<file path="src/rtl/nic_regs_pkg.sv">
package nic_regs_pkg;

   // ------------------------------------------------------------
   // Register offsets (byte addresses)
   // ------------------------------------------------------------
   localparam logic [7:0] BUS_PERF_COUNTER_OFS       = 8'h8C;
   localparam logic [7:0] POWER_MGMT_CTRL_STATUS_OFS = 8'h90;
   localparam logic [7:0] CURRENT_TX_DESC_PTR_OFS    = 8'h94;
   localparam logic [7:0] CURRENT_RX_DESC_PTR_OFS    = 8'h98;
   localparam logic [7:0] TX_BURST_COUNT_TIMEOUT_OFS = 8'h9C;

   // ------------------------------------------------------------
   // Field layout
   // ------------------------------------------------------------
   localparam int CLK_COUNT_LSB     = 16;
   localparam int CLK_COUNT_W       = 16;
   localparam int WORD_COUNT_LSB    = 0;
   localparam int WORD_COUNT_W      = 8;
   localparam int WAKE_STATUS_BIT   = 15;
   localparam int WAKE_ENABLE_BIT   = 8;
   localparam int POWER_STATE_LSB   = 0;
   localparam int POWER_STATE_W     = 2;
   localparam int BURST_COUNT_LSB   = 16;
   localparam int BURST_COUNT_W     = 5;
   localparam int TIMEOUT_LSB       = 0;
   localparam int TIMEOUT_W         = 12;
   localparam int PM_CFG_W          = 16;

   // ------------------------------------------------------------
   // Reset values and encodings
   // ------------------------------------------------------------
   localparam logic [31:0]              REG_RESET_VALUE = 32'h0000_0000;
   localparam logic [POWER_STATE_W-1:0] POWER_D0        = 2'h0;
   localparam logic [POWER_STATE_W-1:0] POWER_D3HOT     = 2'h3;

   // ------------------------------------------------------------
   // Timing
   // ------------------------------------------------------------
   localparam int CLK_PERIOD_PS       = 10000;
   localparam int TICK_FAST_PS        = 2560000;   // 2.56 us at 100 Mb/s
   localparam int TICK_SLOW_PS        = 25600000;  // 25.6 us at 10 Mb/s
   localparam int TICK_FAST_CYCLES    = TICK_FAST_PS / CLK_PERIOD_PS;
   localparam int TICK_SLOW_CYCLES    = TICK_SLOW_PS / CLK_PERIOD_PS;
   localparam int TICK_CNT_W          = 12;

endpackage : nic_regs_pkg

</file>
<file path="src/rtl/timeout_tick_divider.sv">
`timescale 1ns/1ps
module timeout_tick_divider
   import nic_regs_pkg::*;
(
   // Clock and reset
   input  wire logic clk_i,
   input  wire logic reset_i,
   // Control
   input  wire logic speed_100_i,
   input  wire logic run_i,
   // Tick
   output logic      tick_o
);

   logic [TICK_CNT_W-1:0] count_reg;
   logic [TICK_CNT_W-1:0] count_next;
   logic [TICK_CNT_W-1:0] period_last;
   logic                  wrap;

   // ------------------------------------------------------------
   // Period select
   // ------------------------------------------------------------
   assign period_last = speed_100_i ? TICK_CNT_W'(TICK_FAST_CYCLES - 1) : TICK_CNT_W'(TICK_SLOW_CYCLES - 1);
   assign wrap        = run_i && (count_reg >= period_last);
   // Counter parks at zero while idle so the first tick is a full period away
   assign count_next  = !run_i ? '0 : wrap ? '0 : count_reg + 1'b1;

   always_ff @(posedge clk_i or posedge reset_i) begin
      if (reset_i) begin
         count_reg <= '0;
         tick_o    <= 1'b0;
      end else begin
         count_reg <= count_next;
         tick_o    <= wrap;
      end
   end

endmodule : timeout_tick_divider

</file>
<file path="src/rtl/nic_perf_pm_txtimer_regs.sv">
`timescale 1ns/1ps
// Functional notes
// - Clock count sums cycles of read requests since last counter read.
// - Both counter fields read-only; a read returns them, then zeroes them.
// - Word count sums words moved by bus-master transfers since last read.
// - Wake status sets on any wake event, regardless of wake enable.
// - Writing one clears wake status and stops PME drive; zero does nothing.
// - Wake status resets to zero.
// - Wake enable gates PME drive and resets to zero.
// - Power state field reads and writes D0 and D3hot only; D1 and D2 unsupported by default.
// - Unsupported power state write completes but leaves state unchanged.
// - Data scale and data select read as zero, not writable.
// - Read-only register shows current transmit descriptor address.
// - Read-only register shows current receive descriptor address.
// - Transmit-completed interrupt every burst-count successful transmissions, repeating.
// - Enabled timeout counts down each 2.56 us or 25.6 us.
// - Timeout reaching zero before next transmit start raises timeout interrupt.
// - Config-space and CSR power register share one storage.
// - Bus reset rising edge clears power state when control bit set.
// - Sticky select keeps PME until cleared; else power-up drops it.
module nic_perf_pm_txtimer_regs
   import nic_regs_pkg::*;
#(
   parameter logic [3:0] SUPPORTED_STATES = 4'h9
)
(
   // Clock and reset
   input  wire logic                 clk_i,
   input  wire logic                 reset_i,
   // CSR access
   input  wire logic                 csr_wr_i,
   input  wire logic                 csr_rd_i,
   input  wire logic [7:0]           csr_addr_i,
   input  wire logic [31:0]          csr_wdata_i,
   output logic      [31:0]          csr_rdata_o,
   output logic                      csr_rvalid_o,
   // Configuration-space power register
   input  wire logic                 cfg_pm_wr_i,
   input  wire logic [PM_CFG_W-1:0]  cfg_pm_wdata_i,
   output logic      [PM_CFG_W-1:0]  cfg_pm_rdata_o,
   // Bus activity
   input  wire logic                 read_req_i,
   input  wire logic                 master_word_i,
   // Descriptor pointers
   input  wire logic [31:0]          tx_desc_current_i,
   input  wire logic [31:0]          rx_desc_current_i,
   // Wake logic
   input  wire logic                 wake_event_i,
   input  wire logic                 power_up_i,
   input  wire logic                 sticky_wake_select_i,
   input  wire logic                 reset_clears_power_state_i,
   input  wire logic                 bus_reset_level_i,
   output logic                      pme_n_o,
   output logic                      pme_oe_o,
   // Transmit events
   input  wire logic                 tx_success_i,
   input  wire logic                 tx_start_i,
   input  wire logic                 speed_100_i,
   input  wire logic                 tx_timeout_irq_enable_i,
   output logic                      tx_complete_irq_o,
   output logic                      tx_timeout_irq_o
);

   // ------------------------------------------------------------
   // Address decode
   // ------------------------------------------------------------
   function automatic logic hit(input logic [7:0] addr, input logic [7:0] ofs);
      hit = (addr == ofs);
   endfunction : hit

   logic                     perf_read;
   logic                     pm_csr_write;
   logic                     txbr_write;
   assign perf_read    = csr_rd_i && hit(csr_addr_i, BUS_PERF_COUNTER_OFS);
   assign pm_csr_write = csr_wr_i && hit(csr_addr_i, POWER_MGMT_CTRL_STATUS_OFS);
   assign txbr_write   = csr_wr_i && hit(csr_addr_i, TX_BURST_COUNT_TIMEOUT_OFS);

   // ------------------------------------------------------------
   // Performance counter
   // ------------------------------------------------------------
   logic [CLK_COUNT_W-1:0]   read_latency_clock_count_reg;
   logic [CLK_COUNT_W-1:0]   read_latency_clock_count_next;
   logic [WORD_COUNT_W-1:0]  master_word_count_reg;
   logic [WORD_COUNT_W-1:0]  master_word_count_next;
   logic [CLK_COUNT_W-1:0]   clk_base;
   logic [WORD_COUNT_W-1:0]  word_base;

   // A read zeroes the base, but an event in the same cycle still counts
   assign clk_base  = perf_read ? '0 : read_latency_clock_count_reg;
   assign word_base = perf_read ? '0 : master_word_count_reg;
   assign read_latency_clock_count_next = (read_req_i && !(&clk_base)) ? clk_base + 1'b1 : clk_base;
   assign master_word_count_next = (master_word_i && !(&word_base)) ? word_base + 1'b1 : word_base;

   // ------------------------------------------------------------
   // Power management, shared by CSR and config paths
   // ------------------------------------------------------------
   logic [POWER_STATE_W-1:0] power_state_reg;
   logic [POWER_STATE_W-1:0] power_state_next;
   logic                     wake_enable_reg;
   logic                     wake_enable_next;
   logic                     wake_status_reg;
   logic                     wake_status_next;
   logic                     pme_drive_next;
   logic                     bus_reset_prev_reg;
   logic                     bus_reset_rise;
   logic                     pm_write;
   logic [PM_CFG_W-1:0]      pm_data;
   logic                     state_ok;
   logic                     wake_clear;

   // CSR path wins if both arrive together; either lands in the same flops
   assign pm_write   = pm_csr_write || cfg_pm_wr_i;
   assign pm_data    = pm_csr_write ? csr_wdata_i[PM_CFG_W-1:0] : cfg_pm_wdata_i;
   assign state_ok   = SUPPORTED_STATES[pm_data[POWER_STATE_LSB +: POWER_STATE_W]];
   assign bus_reset_rise = bus_reset_level_i && !bus_reset_prev_reg;
   assign wake_clear = pm_write && pm_data[WAKE_STATUS_BIT];

   assign power_state_next = (bus_reset_rise && reset_clears_power_state_i) ? POWER_D0 :
                             (pm_write && state_ok) ? pm_data[POWER_STATE_LSB +: POWER_STATE_W] :
                             power_state_reg;
   assign wake_enable_next = pm_write ? pm_data[WAKE_ENABLE_BIT] : wake_enable_reg;
   // Set wins over clear so a wake in the clearing cycle is kept
   assign wake_status_next = wake_event_i ? 1'b1 : wake_clear ? 1'b0 : wake_status_reg;
   // Enable low always wins, so PME is never driven while it is forbidden
   assign pme_drive_next   = !wake_enable_next ? 1'b0 :
                             wake_event_i ? 1'b1 :
                             wake_clear ? 1'b0 :
                             (!sticky_wake_select_i && power_up_i) ? 1'b0 :
                             pme_oe_o;

   logic [PM_CFG_W-1:0]      pm_word;
   always_comb begin
      pm_word = '0;
      pm_word[WAKE_STATUS_BIT] = wake_status_reg;
      pm_word[WAKE_ENABLE_BIT] = wake_enable_reg;
      pm_word[POWER_STATE_LSB +: POWER_STATE_W] = power_state_reg;
   end

   // ------------------------------------------------------------
   // Transmit burst count and time-out
   // ------------------------------------------------------------
   logic [BURST_COUNT_W-1:0] tx_burst_interrupt_count_reg;
   logic [TIMEOUT_W-1:0]     tx_timeout_value_reg;
   logic [BURST_COUNT_W-1:0] burst_seen_reg;
   logic [BURST_COUNT_W-1:0] burst_seen_next;
   logic [TIMEOUT_W-1:0]     timer_reg;
   logic [TIMEOUT_W-1:0]     timer_next;
   logic                     timer_armed_reg;
   logic                     timer_armed_next;
   logic                     burst_done;
   logic                     timer_expire;
   logic                     tick;

   // A burst count of zero never fires
   assign burst_done = tx_success_i && (tx_burst_interrupt_count_reg != '0) &&
                       (burst_seen_reg + 1'b1 == tx_burst_interrupt_count_reg);
   assign burst_seen_next = burst_done ? '0 : tx_success_i ? burst_seen_reg + 1'b1 : burst_seen_reg;

   timeout_tick_divider u_tick (
      .clk_i       (clk_i),
      .reset_i     (reset_i),
      .speed_100_i (speed_100_i),
      .run_i       (tx_timeout_irq_enable_i),
      .tick_o      (tick)
   );

   assign timer_expire = tx_timeout_irq_enable_i && timer_armed_reg && (timer_reg == '0) && !tx_start_i;
   assign timer_next   = tx_start_i ? tx_timeout_value_reg :
                         (tx_timeout_irq_enable_i && tick && timer_reg != '0) ? timer_reg - 1'b1 :
                         timer_reg;
   assign timer_armed_next = tx_start_i ? 1'b1 : timer_expire ? 1'b0 : timer_armed_reg;

   // ------------------------------------------------------------
   // Read mux
   // ------------------------------------------------------------
   logic [31:0]              read_word;
   always_comb begin
      read_word = '0;
      if (hit(csr_addr_i, BUS_PERF_COUNTER_OFS)) begin
         read_word[CLK_COUNT_LSB +: CLK_COUNT_W]   = read_latency_clock_count_reg;
         read_word[WORD_COUNT_LSB +: WORD_COUNT_W] = master_word_count_reg;
      end else if (hit(csr_addr_i, POWER_MGMT_CTRL_STATUS_OFS)) begin
         read_word[PM_CFG_W-1:0] = pm_word;
      end else if (hit(csr_addr_i, CURRENT_TX_DESC_PTR_OFS)) begin
         read_word = tx_desc_current_i;
      end else if (hit(csr_addr_i, CURRENT_RX_DESC_PTR_OFS)) begin
         read_word = rx_desc_current_i;
      end else if (hit(csr_addr_i, TX_BURST_COUNT_TIMEOUT_OFS)) begin
         read_word[BURST_COUNT_LSB +: BURST_COUNT_W] = tx_burst_interrupt_count_reg;
         read_word[TIMEOUT_LSB +: TIMEOUT_W]         = tx_timeout_value_reg;
      end
   end

   // ------------------------------------------------------------
   // State
   // ------------------------------------------------------------
   always_ff @(posedge clk_i or posedge reset_i) begin
      if (reset_i) begin
         read_latency_clock_count_reg <= REG_RESET_VALUE[CLK_COUNT_LSB +: CLK_COUNT_W];
         master_word_count_reg        <= REG_RESET_VALUE[WORD_COUNT_LSB +: WORD_COUNT_W];
         power_state_reg              <= REG_RESET_VALUE[POWER_STATE_LSB +: POWER_STATE_W];
         wake_enable_reg              <= REG_RESET_VALUE[WAKE_ENABLE_BIT];
         wake_status_reg              <= REG_RESET_VALUE[WAKE_STATUS_BIT];
         bus_reset_prev_reg           <= 1'b0;
         pme_oe_o                     <= 1'b0;
      end else begin
         read_latency_clock_count_reg <= read_latency_clock_count_next;
         master_word_count_reg        <= master_word_count_next;
         power_state_reg              <= power_state_next;
         wake_enable_reg              <= wake_enable_next;
         wake_status_reg              <= wake_status_next;
         bus_reset_prev_reg           <= bus_reset_level_i;
         pme_oe_o                     <= pme_drive_next;
      end
   end

   always_ff @(posedge clk_i or posedge reset_i) begin
      if (reset_i) begin
         tx_burst_interrupt_count_reg <= REG_RESET_VALUE[BURST_COUNT_LSB +: BURST_COUNT_W];
         tx_timeout_value_reg         <= REG_RESET_VALUE[TIMEOUT_LSB +: TIMEOUT_W];
         burst_seen_reg               <= '0;
         timer_reg                    <= '0;
         timer_armed_reg              <= 1'b0;
         tx_complete_irq_o            <= 1'b0;
         tx_timeout_irq_o             <= 1'b0;
      end else begin
         if (txbr_write) begin
            tx_burst_interrupt_count_reg <= csr_wdata_i[BURST_COUNT_LSB +: BURST_COUNT_W];
            tx_timeout_value_reg         <= csr_wdata_i[TIMEOUT_LSB +: TIMEOUT_W];
         end
         burst_seen_reg    <= burst_seen_next;
         timer_reg         <= timer_next;
         timer_armed_reg   <= timer_armed_next;
         tx_complete_irq_o <= burst_done;
         tx_timeout_irq_o  <= timer_expire;
      end
   end

   always_ff @(posedge clk_i or posedge reset_i) begin
      if (reset_i) begin
         csr_rdata_o    <= '0;
         csr_rvalid_o   <= 1'b0;
         cfg_pm_rdata_o <= '0;
         pme_n_o        <= 1'b1;
      end else begin
         csr_rdata_o    <= csr_rd_i ? read_word : '0;
         csr_rvalid_o   <= csr_rd_i;
         cfg_pm_rdata_o <= pm_word;
         pme_n_o        <= 1'b0;   // Open drain: only the enable toggles
      end
   end
endmodule : nic_perf_pm_txtimer_regs

</file>
<file path="config.mk">
export PLATFORM = sky130hd
export DESIGN_NAME = nic_perf_pm_txtimer_regs
export DESIGN_NICKNAME = d
export VERILOG_FILES = /design/src/rtl/nic_regs_pkg.sv /design/src/rtl/timeout_tick_divider.sv /design/src/rtl/nic_perf_pm_txtimer_regs.sv
export SDC_FILE = /design/constraint.sdc
export NUM_CORES = 1
export LEC_CHECK = 0
export BUFFER_PORTS_ARGS = -buffer_cell sky130_fd_sc_hd__buf_2
export CORE_ASPECT_RATIO = 0.8
export CORE_UTILIZATION = 45
export DETAILED_ROUTE_END_ITERATION = 8
export PLACE_DENSITY = 0.72
export SLEW_MARGIN = 20
export SYNTH_ARGS = -nofsm -noshare
export SYNTH_HDL_FRONTEND = slang
export SYNTH_HIERARCHICAL = 1
export SYNTH_SLANG_ARGS = --single-unit
</file>
<file path="constraint.sdc">
create_clock -name clk_i -period 8.6 [get_ports clk_i]
set_input_delay 1.72 -clock clk_i [delete_from_list [all_inputs] [get_ports clk_i]]
set_output_delay 1.72 -clock clk_i [all_outputs]
set_load 0.01 [all_outputs]
</file>
==> results of run 1 <==
[logic make-up after synthesis]
logic type,count (synthesis)
AOI/OAI and AO/OA,124
xor gates and xnor gates,28
adders and majority gates,8
buffers and inverters,47
DFF,118
muxes,33
other,1
and+or+nand+nor,222
[power breakdown]
part           internal [mW]  switching [mW]
registers              0.606          0.0605
logic                  0.105           0.115
clock network          0.455           0.261
total                   1.17           0.436
[per-stage QoR]
step                      util, %  hold slack (ns)  setup WS, ns  instance area, sq um
after global placement       52.6            0.383          3.71                  6770
after detailed placement     52.6            0.410          3.62                  6770
final                        57.4            0.431          3.99                  7380
after CTS                    57.3            0.435          4.05                  7370
after global routing         57.3            0.453          3.81                  7380
after floorplan                 -            0.369          4.12                  5990
[cell type report]
cell class	instances	area [sq um]
tap	175	219
inverter	6	25.0
timing repair buffer	153	773
multi-input combinational	428	2800
sequential	118	2950
antenna	1	2.50
clock inverter	15	181
fill	1158	5490
clock buffer	17	425
[synth_stat cells (7+ instances only)]
cell                       instances
sky130_fd_sc_hd__dfrtp_1         117
sky130_fd_sc_hd__nor2_1           66
sky130_fd_sc_hd__nand2_1          55
sky130_fd_sc_hd__o21ai_0          31
sky130_fd_sc_hd__a21oi_1          24
sky130_fd_sc_hd__mux2_2           23
sky130_fd_sc_hd__clkbuf_1         18
sky130_fd_sc_hd__a22oi_1          17
sky130_fd_sc_hd__nand3_1          16
sky130_fd_sc_hd__xnor2_1          16
sky130_fd_sc_hd__buf_4            13
sky130_fd_sc_hd__and3_1           12
sky130_fd_sc_hd__nand4_1          12
sky130_fd_sc_hd__o41ai_1          12
sky130_fd_sc_hd__xor2_1           12
sky130_fd_sc_hd__nor3_1           11
sky130_fd_sc_hd__ha_1              8
sky130_fd_sc_hd__a211oi_2          7
sky130_fd_sc_hd__buf_2             7
sky130_fd_sc_hd__mux2i_1           7
[final timing paths]
| check | endpoint | cells after the start |
|---|---|---|
| min in group asynchronous | csr_rdata_o[14] | 2 |
| worst max-delay path | read_latency_clock_count_reg[2] | 10 |
| worst max register to register | timer_reg[1] | 7 |
| worst min register to register | cfg_pm_rdata_o[8] | 0 |
| worst min-delay path | cfg_pm_rdata_o[8] | 0 |
| max in group asynchronous | csr_rdata_o[1] | 3 |
[layer usage]
| metal | GRT usage, % | wire length [um] | part of all wire (%) |
|---|---|---|---|
| met5 | 0 | 0 | 0 |
| met2 | 38.9 | 7290 | 48 |
| met1 | 29.1 | 6320 | 42 |
| met3 | 6.40 | 1260 | 8.3 |
| met4 | 10.3 | 303 | 2.0 |
==> flow_metrics.env, run 1 <==
export IMPL_critical_path_top_delay_family="simple AND/OR/NAND/NOR gates"
export IMPL_result_of_the_run="finished clean"
export IMPL_drt_iter0_markers=303
export IMPL_route_detailed_drc=0
export IMPL_finalHoldViolations=0
export IMPL_wirelength_mm=15.2
export IMPL_timing_critical_path_cells="buf_2 > nand2_1 > or4_1 > and2_1 > ha_1 > and3_1 > and4_1 > nand2_1 > nand2_1 > a31o_2"
export IMPL_design_portCount=189
export IMPL_timing_fmax_ghz=0.217
export IMPL_die_h_um=105
export IMPL_clock_latency_ns=0.41
export IMPL_synth_lib_cells_used_distinct=65
export IMPL_ctsHtreeMaxLevel=4
export IMPL_worst_hold_startpoint="wake_enable_reg"
export IMPL_pwr_density_cell_nw_per_um2=217
export IMPL_clk_root_buffer_cell="sky130_fd_sc_hd__clkbuf_16"
export IMPL_place_congestion=0.844
export IMPL_mostFrequentLayoutCells="sky130_fd_sc_hd__buf_2 (150), sky130_fd_sc_hd__dfrtp_1 (117), sky130_fd_sc_hd__nor2_1 (66)"
export IMPL_finalMaxSlewViolations=0
export IMPL_number_of_sinks_driven_by_the_clock_tree=118
export IMPL_rsz0062_at_grt="false"
export IMPL_cts_tree="done"
export IMPL_grt_antenna_before_repair=2
export IMPL_critical_path_class="in -> reg"
export IMPL_detailed_route_wire_length_per_cell_um=16.6
export IMPL_setup_viol_count_final=0
export IMPL_critPathLaunchType="primary input"
export IMPL_final_cells=913
export IMPL_synth_area_per_cell_sq_um=10.2
export IMPL_ys_seq_area_share_pct=49.7
export IMPL_drtPass1Iterations=5
export IMPL_cts_setup_buffers=0
export IMPL_max_vdd_ir_drop_mv=0.174
export IMPL_worst_path_max_delay_cell="sky130_fd_sc_hd__or4_1"
export IMPL_initial_core_util_pct=46.2
export IMPL_cts_resized=0
export IMPL_cp_buffers_inverters=1
export IMPL_post_synth_xor_area_fraction_pct=4.13
export IMPL_routed_via_density=5.54
export IMPL_worst_pin_slew_ns=1.06
export IMPL_post_synth_instance_area_sq_um=5940
export IMPL_grt_start_max_net_pins=76
export IMPL_ant_nets=0
export IMPL_fp_dieW_um=130
export IMPL_synth_top_cell_area_share_pct=49.3
export IMPL_netlist_top_cell_by_area="sky130_fd_sc_hd__dfrtp_1"
export IMPL_netlist_instances=581
export IMPL_post_synth_mux_area_share_pct=6.68
export IMPL_dieArea_sq_um=13700
export IMPL_numPlacedInstances=880
export IMPL_synth_compound_area_share_pct=14.4
export IMPL_fin_crit_sh_pct=53.6
export IMPL_dpl_hpwl_mm=10.9
export IMPL_highest_cell_delay_on_the_worst_timing_path_ns=0.79
export IMPL_max_clock_path_buffers=2
export IMPL_rr_startpoint="timer_reg[0]"
export IMPL_setup_total_negative_slack_ns=0
export IMPL_final_net_count=868
export IMPL_leading_cell_type_in_the_layout_fill_and_taps_excluded="sky130_fd_sc_hd__buf_2"
export IMPL_layout_min_cycle_time_ns=4.61
export IMPL_synth_adder_area_share_pct=1.68
export IMPL_cap_viol_max_count=0
export IMPL_max_slew_margin_pct=29.5
export IMPL_area_growth_pct=24.3
export IMPL_crit_required_ns=8.90
export IMPL_yosys_warnings=6
export IMPL_yosys_area_share_simple_pct=19.3
export IMPL_hold_path_class="reg -> reg"
export IMPL_postSynthRegisterBits=118
export IMPL_path_common_cell="sky130_fd_sc_hd__nand2_1"
export IMPL_fp_row_count=37
export IMPL_timing_critical_path_fanout_max=23
export IMPL_skew_ns=0.00529
export IMPL_rrSetupSlack_ns=6.39
export IMPL_core_region_area_sq_um=12900
export IMPL_proportion_of_synthesized_flip_flops_having_asynchronous_set_or_reset_pct=100
export IMPL_grt_pass1_vias=5225
export IMPL_synth_area_top_cells="sky130_fd_sc_hd__dfrtp_1 (49%), sky130_fd_sc_hd__mux2_2 (4.4%), sky130_fd_sc_hd__nor2_1 (4.2%)"
export IMPL_port_buffers=150
export IMPL_numCtsBuffers=17
export IMPL_p_leak_nw=3.55
export IMPL_synth_edf_count=0
export IMPL_grt_overflow_total=0
export IMPL_hold_buffers=0
export IMPL_number_of_flip_flops_under_the_largest_register_name=32
export IMPL_final_layout_size_suffix_gt1_share_pct=32.2
export IMPL_finalPower_mw=1.60
export IMPL_critical_path_startpoint="csr_addr_i[2]"
export IMPL_postSynth_topFlopCell="sky130_fd_sc_hd__dfrtp_1"
export IMPL_detailroute_via_count=5056
export IMPL_main_combinational_cell_family_by_area_after_synthesis="simple AND/OR/NAND/NOR gates"
export IMPL_clkTransAtPathRegs_ns=0.05
export IMPL_gr_usage_all_layers_pct=23.7
export IMPL_endpoint_kind="flop"
export IMPL_cp_data_arrival_time_ns=4.90
export IMPL_grt_pass1_wl_mm=25.0
Note: power is estimated with default switching activity, not from simulation.
==> run 2, diff against run 1 <==
--- a/config.mk
+++ b/config.mk
@@ -9,7 +9,7 @@
 export CORE_ASPECT_RATIO = 0.8
 export CORE_UTILIZATION = 45
 export DETAILED_ROUTE_END_ITERATION = 8
-export PLACE_DENSITY = 0.72
+export PLACE_DENSITY = 0.75
 export SLEW_MARGIN = 20
 export SYNTH_ARGS = -nofsm -noshare
 export SYNTH_HDL_FRONTEND = slang
==> constraint.sdc (replaced) <==
create_clock -name clk_i -period 4.2 [get_ports clk_i]
set_input_delay 0.84 -clock clk_i [delete_from_list [all_inputs] [get_ports clk_i]]
set_output_delay 0.84 -clock clk_i [all_outputs]
set_load 0.01 [all_outputs]
==> flow_metrics.env, run 2 (synthesis gave the netlist of run 1 again) <==
export IMPL_result_of_the_run="finished clean"
export IMPL_numCtsBuffers=17
export IMPL_grt_pass1_vias=5171
export IMPL_post_route_worst_setup_slack_ns=0.829
export IMPL_grt_pass1_wl_mm=25.2
export IMPL_setup_viol_count_final=0
export IMPL_grt_busiest_layer="met2"
export IMPL_rrSetupSlack_ns=1.90
export IMPL_cts_setup_buffers=0
export IMPL_highest_cell_delay_on_the_worst_timing_path_ns=0.72
export IMPL_finalHoldViolations=0
export IMPL_drt_iter0_markers=440
export IMPL_timing_fmax_ghz=0.297
export IMPL_route_detailed_drc=0
export IMPL_hold_buffers=0
export IMPL_layout_filler_cells=1132
export IMPL_detailed_route_wire_length_per_cell_um=16.7
export IMPL_hold_depth=0
export IMPL_worst_hold_startpoint="power_state_reg[0]"
export IMPL_clkTransAtPathRegs_ns=0.05
export IMPL_setup_total_negative_slack_ns=0
export IMPL_critPathLaunchType="primary input"
export IMPL_dieArea_sq_um=13700
export IMPL_rsz0062_at_grt="false"
export IMPL_grt_antenna_before_repair=1
export IMPL_pwr_density_cell_nw_per_um2=438
export IMPL_place_congestion=0.877
export IMPL_number_of_flip_flops_under_the_largest_register_name=32
export IMPL_fp_dieW_um=130
export IMPL_gr_usage_all_layers_pct=24.1
export IMPL_die_h_um=105
export IMPL_crit_path_end="read_latency_clock_count_reg[2]"
export IMPL_final_layout_size_suffix_gt1_share_pct=32.4
export IMPL_wirelength_mm=15.3
export IMPL_number_of_sinks_driven_by_the_clock_tree=118
export IMPL_worst_pin_slew_ns=1.08
export IMPL_cap_viol_max_count=0
export IMPL_max_slew_margin_pct=28.1
export IMPL_design_portCount=189
export IMPL_ant_nets=0
export IMPL_crit_required_ns=4.50
export IMPL_cts_tree="done"
export IMPL_globalRouteMet1Util_pct=30.4
export IMPL_initial_core_util_pct=46.2
export IMPL_r2r_end="timer_reg[1]"
export IMPL_skew_ns=0.00504
export IMPL_r2r_worst_path_cells=7
export IMPL_fp_row_count=37
export IMPL_hold_path_class="reg -> reg"
export IMPL_clock_latency_ns=0.41
export IMPL_final_net_count=873
export IMPL_final_cells=917
export IMPL_port_buffers=150
export IMPL_fin_crit_sh_pct=80.3
export IMPL_core_region_area_sq_um=12900
export IMPL_grt_util_met2_pct=39.6
export IMPL_globalRouteMet3Util_pct=7.22
export IMPL_rr_startpoint="timer_reg[0]"
export IMPL_dpl_hpwl_mm=11.1
export IMPL_finalMaxSlewViolations=0
export IMPL_leading_cell_type_in_the_layout_fill_and_taps_excluded="sky130_fd_sc_hd__buf_2"
export IMPL_clk_root_buffer_cell="sky130_fd_sc_hd__clkbuf_16"
export IMPL_critical_path_class="in -> reg"
export IMPL_cp_data_arrival_time_ns=3.67
export IMPL_worst_path_max_delay_cell="sky130_fd_sc_hd__or4_1"
export IMPL_max_clock_path_buffers=2
export IMPL_grt_start_max_net_pins=68
export IMPL_ctsHtreeMaxLevel=4
export IMPL_numPlacedInstances=885
export IMPL_grt_overflow_total=0
export IMPL_cts_resized=0
export IMPL_critical_path_startpoint="csr_addr_i[1]"
export IMPL_p_leak_nw=3.60
export IMPL_path_common_cell="sky130_fd_sc_hd__nand2_1"
export IMPL_layout_min_cycle_time_ns=3.37
export IMPL_routed_via_density=5.56
export IMPL_timing_critical_path_fanout_max=8
export IMPL_pre_cts_ws_ns=0.444
export IMPL_mostFrequentLayoutCells="sky130_fd_sc_hd__buf_2 (150), sky130_fd_sc_hd__dfrtp_1 (117), sky130_fd_sc_hd__nor2_1 (66)"
export IMPL_area_growth_pct=24.7
export IMPL_detailroute_via_count=5097
export IMPL_drtPass1Iterations=5
export IMPL_timing_critical_path_cells="buf_2 > or4b_4 > or4_1 > and2_1 > ha_1 > and3_1 > and4_1 > nand2_1 > nand2_1 > a31o_2"
export IMPL_endpoint_kind="flop"
export IMPL_max_vdd_ir_drop_mv=0.296
run 2: changes by cell type in the layout (fill, tap and decap cells not counted), sizes merged:
| cell | previous run | this run |
|---|---|---|
| bufinv | 3 | 2 |
| clkinvlp | 8 | 2 |
| buf | 153 | 158 |
| clkbuf | 17 | 22 |
| inv | 7 | 6 |
| clkinv | 3 | 5 |
run 2: worst max-delay path, delay by kind of cell:
kind	cells	cell delay, ns
AO/OA/AOI/OAI	1	0.24
AND/OR/NAND/NOR	7	2.26
adder cells (fa/ha/maj)	1	0.23
buffers and inverters	1	0.10
run 2: area by class of cell:
type / count / area, sq um / area share [%]
tap: 175 / 219 / 2.95
sequential: 118 / 2950 / 39.9
multi-input combinational: 428 / 2800 / 37.8
clock buffer: 22 / 484 / 6.53
inverter: 6 / 25.0 / 0.338
antenna: 1 / 2.50 / 0.0338
clock inverter: 9 / 100 / 1.35
timing repair buffer: 158 / 823 / 11.1
run 2: through the flow:
step                instance area, sq um  total power [mW]  hold WS [ns]  utilization (%)
finish                              7410              3.25         0.420             57.6
global route                        7410              3.40         0.437             57.6
CTS                                 7400              3.27         0.427             57.5
detailed placement                  6820              1.83         0.404             53.0
global placement                    6820              1.81         0.400             53.0
floorplan                           5990              1.68         0.369                -
run 2: worst min path at each step:
stage / to / slack [ns]
2_1_floorplan: cfg_pm_rdata_o[8] / 0.37
3_3_place_gp: cfg_pm_rdata_o[0] / 0.40
3_5_place_dp: cfg_pm_rdata_o[0] / 0.40
4_1_cts: cfg_pm_rdata_o[0] / 0.43
5_1_grt: cfg_pm_rdata_o[1] / 0.44
6_report: cfg_pm_rdata_o[0] / 0.42
run 2: per-layer routing:
| metal | routed length, um | part of all wire, % | vias to the layer above |
|---|---|---|---|
| met5 | 0 | 0 | - |
| met3 | 1210 | 7.9 | 30 |
| li1 | - | - | 2387 |
| met4 | 296 | 1.9 | 0 |
| met1 | 6520 | 43 | 2454 |
| met2 | 7250 | 47 | 226 |
run 2: power by group:
group / switching (mW) / total, mW / internal, mW
Clock: 0.502 / 1.43 / 0.926
Combinational: 0.236 / 0.456 / 0.219
Sequential: 0.123 / 1.36 / 1.24
Total: 0.861 / 3.25 / 2.39
